===== src/design/mos_pkg.sv =====
// mos_pkg: shared constants and types for the module option setup bytes
package mos_pkg;

  // ----------------------------------------------------------------
  // link options byte field positions
  // ----------------------------------------------------------------
  localparam int MOS_LNK_LF_BIT = 7;
  localparam int MOS_LNK_PAR_ODD_BIT = 6;
  localparam int MOS_LNK_PAR_EN_BIT = 5;
  localparam int MOS_LNK_EXT_ADDR_BIT = 4;
  localparam int MOS_LNK_BAUD_LSB = 0;
  localparam int MOS_BAUD_W = 4;

  // ----------------------------------------------------------------
  // module options byte field positions
  // ----------------------------------------------------------------
  localparam int MOS_OPT_ALM_EN_BIT = 7;
  localparam int MOS_OPT_LO_LATCH_BIT = 6;
  localparam int MOS_OPT_HI_LATCH_BIT = 5;
  localparam int MOS_OPT_VARIANT_BIT = 4;
  localparam int MOS_OPT_FAHR_BIT = 3;
  localparam int MOS_OPT_ECHO_BIT = 2;

  // ----------------------------------------------------------------
  // reset values and fixed codes
  // ----------------------------------------------------------------
  localparam logic [7:0] MOS_OPT_RESET = 8'h01;
  localparam logic [7:0] MOS_LNK_RESET = 8'h07;
  localparam int MOS_DEFAULT_BAUD_RATE = 300;
  localparam logic [MOS_BAUD_W-1:0] MOS_BAUD_CODE_300 = 4'h7;
  localparam int MOS_CJC_FIXED_REF_DEGC = 0;

  // ----------------------------------------------------------------
  // alarm channels
  // ----------------------------------------------------------------
  localparam int MOS_NUM_ALARMS = 2;
  localparam int MOS_ALM_LO = 0;
  localparam int MOS_ALM_HI = 1;
  localparam int MOS_CMD_LATCH_BIT = 0;

  // decoded host commands that touch the setup bytes
  typedef enum logic [2:0] {
    MOS_OP_NONE = 3'h0,
    MOS_OP_SETUP_WRITE = 3'h1,
    MOS_OP_ALARMS_ON = 3'h2,
    MOS_OP_ALARMS_OFF = 3'h3,
    MOS_OP_LOW_ALARM = 3'h4,
    MOS_OP_HIGH_ALARM = 3'h5,
    MOS_OP_MODULE_RESET = 3'h6,
    MOS_OP_ALARM_CLEAR = 3'h7
  } mos_op_t;

  // one command: data[15:8] link byte, data[7:0] options byte
  typedef struct packed {
    logic valid;
    mos_op_t op;
    logic [15:0] data;
  } mos_cmd_t;

  // received character with its parity bit
  typedef struct packed {
    logic valid;
    logic parity;
    logic [7:0] char;
  } mos_char_t;

endpackage : mos_pkg


===== src/design/mos_alarm_hold.sv =====
// mos_alarm_hold: one alarm output, latching or momentary
`timescale 1ns/100ps
module mos_alarm_hold
  import mos_pkg::*;
(
  input wire logic i_sys_clk,
  input wire logic i_sys_rst,
  input wire logic i_latch_en,
  input wire logic i_trip,
  input wire logic i_clear,
  output logic o_alarm
);

  logic next_alarm;

  // ----------------------------------------------------------------
  // hold logic
  // ----------------------------------------------------------------
  // a trip in the clear cycle wins, so no event is lost
  always_comb begin
    if (i_latch_en) begin
      next_alarm = i_trip | (o_alarm & ~i_clear);
    end else begin
      next_alarm = i_trip;
    end
  end

  // state register
  always_ff @(posedge i_sys_clk) begin
    if (i_sys_rst) begin
      o_alarm <= 1'b0;
    end else begin
      o_alarm <= next_alarm;
    end
  end

endmodule : mos_alarm_hold


===== src/design/mos_setup_bytes.sv =====
// mos_setup_bytes: link and module option setup bytes with their effects
`timescale 1ns/100ps
module mos_setup_bytes
  import mos_pkg::*;
#(
  parameter logic [7:0] LINK_RESET = MOS_LNK_RESET
) (
  input wire logic i_sys_clk,
  input wire logic i_sys_rst,
  input wire mos_cmd_t i_cmd,
  input wire logic i_default_mode_pin,
  input wire logic i_variant_rtd_pin,
  input wire mos_char_t i_rx,
  input wire logic [7:0] i_tx_char,
  input wire logic i_low_trip,
  input wire logic i_high_trip,
  input wire logic [MOS_NUM_ALARMS-1:0] i_dout,
  output logic [7:0] o_link_options,
  output logic [7:0] o_module_options,
  output logic [MOS_BAUD_W-1:0] o_baud_code,
  output logic o_linefeed_en,
  output logic o_ext_addr_en,
  output logic o_parity_en,
  output logic o_parity_odd,
  output logic o_tx_parity,
  output logic o_rx_parity_err,
  output logic o_cjc_fixed_ref,
  output logic o_four_wire,
  output logic o_fahrenheit,
  output logic o_echo_valid,
  output logic [7:0] o_echo_char,
  output logic [MOS_NUM_ALARMS-1:0] o_alarm_state,
  output logic [MOS_NUM_ALARMS-1:0] o_terminal
);

  // ----------------------------------------------------------------
  // pin synchronisers
  // ----------------------------------------------------------------
  // both pins come from outside the clock domain; stage one is
  // read only by stage two
  logic default_meta;
  logic default_sync;
  logic variant_meta;
  logic variant_sync;

  always_ff @(posedge i_sys_clk) begin
    if (i_sys_rst) begin
      default_meta <= 1'b0;
      default_sync <= 1'b0;
      variant_meta <= 1'b0;
      variant_sync <= 1'b0;
    end else begin
      default_meta <= i_default_mode_pin;
      default_sync <= default_meta;
      variant_meta <= i_variant_rtd_pin;
      variant_sync <= variant_meta;
    end
  end

  // ----------------------------------------------------------------
  // setup byte storage
  // ----------------------------------------------------------------
  logic [7:0] link_options_setup;
  logic [7:0] module_options_setup;
  logic [MOS_BAUD_W-1:0] baud_active;
  logic [7:0] next_link_options_setup;
  logic [7:0] next_module_options_setup;
  logic [MOS_BAUD_W-1:0] next_baud_active;
  logic cmd_hit;

  assign cmd_hit = i_cmd.valid;

  // command decode; each command touches only its own bits
  always_comb begin
    next_link_options_setup = link_options_setup;
    next_module_options_setup = module_options_setup;
    next_baud_active = baud_active;
    if (cmd_hit) begin
      unique case (i_cmd.op)
        MOS_OP_SETUP_WRITE: begin
          // baud field is stored here but not put to use
          next_link_options_setup = i_cmd.data[15:8];
          next_module_options_setup = i_cmd.data[7:0];
        end
        MOS_OP_ALARMS_ON: begin
          next_module_options_setup[MOS_OPT_ALM_EN_BIT] = 1'b1;
        end
        MOS_OP_ALARMS_OFF: begin
          next_module_options_setup[MOS_OPT_ALM_EN_BIT] = 1'b0;
        end
        MOS_OP_LOW_ALARM: begin
          next_module_options_setup[MOS_OPT_LO_LATCH_BIT] =
            i_cmd.data[MOS_CMD_LATCH_BIT];
        end
        MOS_OP_HIGH_ALARM: begin
          next_module_options_setup[MOS_OPT_HI_LATCH_BIT] =
            i_cmd.data[MOS_CMD_LATCH_BIT];
        end
        MOS_OP_MODULE_RESET: begin
          // only a module reset moves the stored baud code into use
          next_baud_active =
            link_options_setup[MOS_LNK_BAUD_LSB +: MOS_BAUD_W];
        end
        MOS_OP_ALARM_CLEAR: begin
          next_baud_active = baud_active;
        end
        MOS_OP_NONE: begin
          next_baud_active = baud_active;
        end
      endcase
    end
  end

  // storage registers; reset also loads the active baud code
  always_ff @(posedge i_sys_clk) begin
    if (i_sys_rst) begin
      link_options_setup <= LINK_RESET;
      module_options_setup <= MOS_OPT_RESET;
      baud_active <= LINK_RESET[MOS_LNK_BAUD_LSB +: MOS_BAUD_W];
    end else begin
      link_options_setup <= next_link_options_setup;
      module_options_setup <= next_module_options_setup;
      baud_active <= next_baud_active;
    end
  end

  // ----------------------------------------------------------------
  // alarm hold channels
  // ----------------------------------------------------------------
  logic [MOS_NUM_ALARMS-1:0] alarm_trip;
  logic [MOS_NUM_ALARMS-1:0] alarm_latch_en;
  logic [MOS_NUM_ALARMS-1:0] alarm_held;
  logic alarm_clear;

  assign alarm_trip[MOS_ALM_LO] = i_low_trip;
  assign alarm_trip[MOS_ALM_HI] = i_high_trip;
  // latch choice per channel comes straight from the options byte
  assign alarm_latch_en[MOS_ALM_LO] = module_options_setup[MOS_OPT_LO_LATCH_BIT];
  assign alarm_latch_en[MOS_ALM_HI] = module_options_setup[MOS_OPT_HI_LATCH_BIT];
  assign alarm_clear = cmd_hit & (i_cmd.op == MOS_OP_ALARM_CLEAR);

  generate
    for (genvar g = 0; g < MOS_NUM_ALARMS; g++) begin : g_alarm
      mos_alarm_hold u_hold (
        .i_sys_clk(i_sys_clk),
        .i_sys_rst(i_sys_rst),
        .i_latch_en(alarm_latch_en[g]),
        .i_trip(alarm_trip[g]),
        .i_clear(alarm_clear),
        .o_alarm(alarm_held[g])
      );
    end
  endgenerate

  // ----------------------------------------------------------------
  // character path: parity and echo
  // ----------------------------------------------------------------
  logic par_en;
  logic par_odd;
  logic tx_calc;
  logic rx_calc;

  assign par_en = link_options_setup[MOS_LNK_PAR_EN_BIT];
  assign par_odd = link_options_setup[MOS_LNK_PAR_ODD_BIT];

  // parity bit for a character: even makes the count even
  always_comb begin
    tx_calc = (^i_tx_char) ^ par_odd;
    rx_calc = (^i_rx.char) ^ par_odd;
  end

  // ----------------------------------------------------------------
  // output stage
  // ----------------------------------------------------------------
  // every output is registered so the far side sees clean levels
  logic [MOS_BAUD_W-1:0] next_baud_code;
  logic next_linefeed_en;
  logic next_ext_addr_en;
  logic next_tx_parity;
  logic next_rx_parity_err;
  logic next_cjc_fixed_ref;
  logic next_four_wire;
  logic next_fahrenheit;
  logic next_echo_valid;
  logic [7:0] next_echo_char;
  logic [MOS_NUM_ALARMS-1:0] next_terminal;
  logic opt_variant;

  assign opt_variant = module_options_setup[MOS_OPT_VARIANT_BIT];

  always_comb begin
    // default mode overrides whatever baud code is in use
    if (default_sync) begin
      next_baud_code = MOS_BAUD_CODE_300;
    end else begin
      next_baud_code = baud_active;
    end
    next_linefeed_en = link_options_setup[MOS_LNK_LF_BIT];
    next_ext_addr_en = link_options_setup[MOS_LNK_EXT_ADDR_BIT];
    // disabled parity sends a one in the parity slot
    next_tx_parity = par_en ? tx_calc : 1'b1;
    // received parity is ignored while checking is off
    next_rx_parity_err = i_rx.valid & par_en & (rx_calc != i_rx.parity);
    // bit 4 means fixed cjc reference on one variant and four-wire on the other
    next_cjc_fixed_ref = ~variant_sync & opt_variant;
    next_four_wire = variant_sync & opt_variant;
    // scale flag goes to the reading path only; limits stay raw
    next_fahrenheit = module_options_setup[MOS_OPT_FAHR_BIT];
    next_echo_valid = i_rx.valid & module_options_setup[MOS_OPT_ECHO_BIT];
    next_echo_char = i_rx.valid ? i_rx.char : o_echo_char;
    // terminals carry alarms only while routed, else the output command
    if (module_options_setup[MOS_OPT_ALM_EN_BIT]) begin
      next_terminal = alarm_held;
    end else begin
      next_terminal = i_dout;
    end
  end

  always_ff @(posedge i_sys_clk) begin
    if (i_sys_rst) begin
      o_link_options <= LINK_RESET;
      o_module_options <= MOS_OPT_RESET;
      o_baud_code <= MOS_BAUD_CODE_300;
      o_linefeed_en <= 1'b0;
      o_ext_addr_en <= 1'b0;
      o_parity_en <= 1'b0;
      o_parity_odd <= 1'b0;
      o_tx_parity <= 1'b1;
      o_rx_parity_err <= 1'b0;
      o_cjc_fixed_ref <= 1'b0;
      o_four_wire <= 1'b0;
      o_fahrenheit <= 1'b0;
      o_echo_valid <= 1'b0;
      o_echo_char <= 8'h00;
      o_alarm_state <= '0;
      o_terminal <= '0;
    end else begin
      o_link_options <= link_options_setup;
      o_module_options <= module_options_setup;
      o_baud_code <= next_baud_code;
      o_linefeed_en <= next_linefeed_en;
      o_ext_addr_en <= next_ext_addr_en;
      o_parity_en <= par_en;
      o_parity_odd <= par_odd;
      o_tx_parity <= next_tx_parity;
      o_rx_parity_err <= next_rx_parity_err;
      o_cjc_fixed_ref <= next_cjc_fixed_ref;
      o_four_wire <= next_four_wire;
      o_fahrenheit <= next_fahrenheit;
      o_echo_valid <= next_echo_valid;
      o_echo_char <= next_echo_char;
      o_alarm_state <= alarm_held;
      o_terminal <= next_terminal;
    end
  end

endmodule : mos_setup_bytes


===== config.mk =====
export PLATFORM = sky130hd
export DESIGN_NAME = mos_setup_bytes
export DESIGN_NICKNAME = d
export VERILOG_FILES = /design/src/design/mos_pkg.sv /design/src/design/mos_alarm_hold.sv /design/src/design/mos_setup_bytes.sv
export SDC_FILE = /design/constraint.sdc
export NUM_CORES = 1
export LEC_CHECK = 0
export BUFFER_PORTS_ARGS = -buffer_cell sky130_fd_sc_hd__buf_2
export CAP_MARGIN = 10
export CORE_MARGIN = 4
export CORE_UTILIZATION = 45
export CTS_BUF_LIST = sky130_fd_sc_hd__clkbuf_8
export CTS_CLUSTER_SIZE = 25
export DETAILED_ROUTE_END_ITERATION = 10
export PLACE_DENSITY = 0.76
export SETUP_SLACK_MARGIN = 0.1
export SLEW_MARGIN = 30
export SYNTH_ARGS = -nofsm -noshare
export SYNTH_HDL_FRONTEND = slang
export SYNTH_SLANG_ARGS = --single-unit

===== constraint.sdc =====
create_clock -name i_sys_clk -period 1.8 [get_ports i_sys_clk]
set_input_delay 0.18 -clock i_sys_clk [delete_from_list [all_inputs] [get_ports i_sys_clk]]
set_output_delay 0.18 -clock i_sys_clk [all_outputs]
set_load 0.03 [all_outputs]

==> impl_metrics.toml <==
[timing]
rsz0062_at_grt = "no"
finalHoldViolations = 0
relSlewSlack = 0.5742
postLayoutSetupSlackWorst_ns = 0.4947
post-route-period-util = 0.7252
worstMarginPinSlew_ns = 0.6388
setup_viol = 0
setup_tns_ns = 0
skew_ns = 0.007119
min_period_ns = 1.305
drv_slew = 0
fmax_mhz = 766.1

[pwr]
p_leak_nw = 1.354
p_per_area_nw_per_um2 = 970.1
peakVddDrop_mv = 0.6327

[setup_path]
start_kind = "flop"
crit_chain = "xnor2_1 -> xnor3_1 -> xnor2_1 -> and3_1"
cp.buffers_inverters = 0
crit_family = "XOR/XNOR gates"
crit_type = "reg2reg"
worstPathArrival_ns = 1.53
crit_start = "link_options_setup[6]"
r2r_end = "o_rx_parity_err"
r2r-start = "link_options_setup[6]"
reg2regPathDepth = 4
worstPathRequired_ns = 2.02
worstSetupEndpoint = "o_rx_parity_err"
rrSetupSlack_ns = 0.49
path_common_cell = "xnor2_1"
slowest_delay_ns = 0.35
critPathMaxFanout = 4
crit_cells = 4
endpoint_kind = "flop"
crit_path_top_delay_cell = "dfxtp_1"

[finish]
final_core_util = 0.5955
final_area_um2 = 2831
final_cell_mix = "87 x buf_2, 63 x dfxtp_1, 31 x nand2_1"
synthToLayoutAreaGrowth_pct = 27.57
drive_above_1_share = 0.3344
final_common_cell = "buf_2"
regArea_um2 = 1261
nFillCells = 446
nets = 350
multi_input_area_um2 = 867.1
antennaDiodeCount = 0

[route]
ant_nets = 0
drcViolationCount = 0
vias_per_cell = 4.469
initialDrtViolationCount = 76
vias = 1676
drt-total-wl_um = 4530
dr.pass1.iters = 4
routedWlPerCell_um = 12.08

[flow_run]
drv_cap = 0

[clock_network]
cts_post_setup_buffers_inserted = 0
ctsHoldBuffers = 0
cts_resized = 0
cts_tree = "yes"
worstSkewPairLatency_ns = 0.32
cts_made_buffers = 9
clock-sinks = 63
clk_pin_slew_ns = 0.06
root_buffer = "clkbuf_8"
htreeDepth = 3
cts_max_path_buffers = 2

[logic_synthesis]
synth_nets = 265
ys_warn_count = 0
syn_inst = 219
synth-seq-cells = 63
syn_area_per_cell_um2 = 10.14
netlist_area_um2 = 2220
yosysSeqAreaShare = 0.5682
ys_types = 32

[floorplan]
die_area_um2 = 6120
core_um2 = 4755
die_y_um = 78.23
ios = 88
start_util = 0.4668
die_w_um = 78.23
rows = 25

[placed_design]
portBuffers = 87
place_hpwl_um = 3339
gp_congestion = 0.7863
place_area_um2 = 2674
place_ws_ns = 0.4095

[worst_hold_path]
hp-class = "in2reg"

[grt]
gr-total-overflow = 0
antenna_found_initial = 0
grt_pass1_vias = 1605
grt_pass1_wl_um = 7376
grt_usage = 0.1572
grt_max_degree = 42

[outcome]
status = "completed"
## per-layer routing
metal | track usage | vias up | share of wire
li1 | - | 873 | -
met1 | 0.1839 | 745 | 0.42
met2 | 0.2474 | 48 | 0.48
met3 | 0.05046 | 10 | 0.068
met4 | 0.1014 | 0 | 0.028
met5 | 0 | - | 0
## state kept, by name, indices dropped and copies added (netlist names), 2 cells and up
signal,count
o_alarm_state,2
o_terminal,2
o_echo_char,8
g_alarm.u_hold.o_alarm,2
o_module_options,8
o_link_options,8
module_options_setup,8
link_options_setup,8
o_baud_code,4
baud_active,4
## cells in the mapped netlist
library cell,n,share of area
nor2_1,18,0.030
a31oi_1,2,0.0056
buf_1,1,0.0017
o22ai_1,1,0.0028
o32ai_1,1,0.0039
xor2_1,2,0.0079
a21oi_1,10,0.023
a211o_1,3,0.012
nor3b_1,2,0.0068
nor2b_2,1,0.0039
nand2b_1,3,0.0085
nand2_1,31,0.052
nand4_1,1,0.0028
clkbuf_1,5,0.0085
or3_1,3,0.0085
mux2i_1,12,0.054
inv_1,3,0.0051
xnor3_1,2,0.020
buf_4,5,0.017
xnor2_1,11,0.043
or2_2,1,0.0028
a211oi_1,1,0.0034
or2_1,3,0.0085
nand3b_1,4,0.014
and3_1,1,0.0028
nor2b_1,20,0.056
nor3_2,1,0.0045
o31ai_1,1,0.0034
and2_1,2,0.0056
dfxtp_1,63,0.57
nand4b_1,1,0.0039
buf_2,4,0.0090
## worst min-delay path, cell delays in order
cell and delay (ns):
buf_2 0.08, a31oi_1 0.03, nor2_1 0.06
## power by group
group	switching [mW]	internal (mW)	leakage, nW
logic	0.162	0.142	0.743
registers	0.0197	1.44	0.514
clock network	0.477	0.507	0.0971
total	0.659	2.09	1.35
## cells by family after synthesis
group                  count (synthesis)  synth area share
AO/OA/AOI/OAI                         19           0.05356
buffers and inverters                 18           0.04115
flip-flops                            63            0.5682
multiplexers                          12           0.05412
AND/OR/NAND/NOR                       92            0.2114
XOR/XNOR                              15           0.07159
## layout make-up
class                           count  share of cell area
Inverter                            3            0.003977
Clock buffer                       10             0.04861
Tap cell                           67             0.02961
Clock inverter                      5            0.007070
Timing Repair Buffer               89              0.1591
Sequential cell                    63              0.4454
Multi-Input combinational cell    138              0.3062
## per-stage QoR
stage | total power, mW | hold WS, ns | std cells
2_1_floorplan | 1.692 | 0.2663 | 219
3_3_place_gp | 1.791 | 0.3840 | 360
3_5_place_dp | 1.797 | 0.3957 | 360
4_1_cts | 2.784 | 0.04624 | 375
5_1_grt | 2.889 | 0.06154 | 375
6_report | 2.747 | 0.06011 | 375
## how the worst min path moves through the flow
stage | startpoint | end | slack [ns] | cells past startpoint
floorplan | i_sys_rst | o_module_options[4] | 0.27 | 1
global placement | i_low_trip | g_alarm[0].u_hold.o_alarm | 0.38 | 3
detailed placement | i_low_trip | g_alarm[0].u_hold.o_alarm | 0.40 | 3
CTS | i_low_trip | g_alarm[0].u_hold.o_alarm | 0.05 | 3
global route | i_low_trip | g_alarm[0].u_hold.o_alarm | 0.06 | 3
finish | i_low_trip | g_alarm[0].u_hold.o_alarm | 0.06 | 3
(Power assumes the default switching activity.)
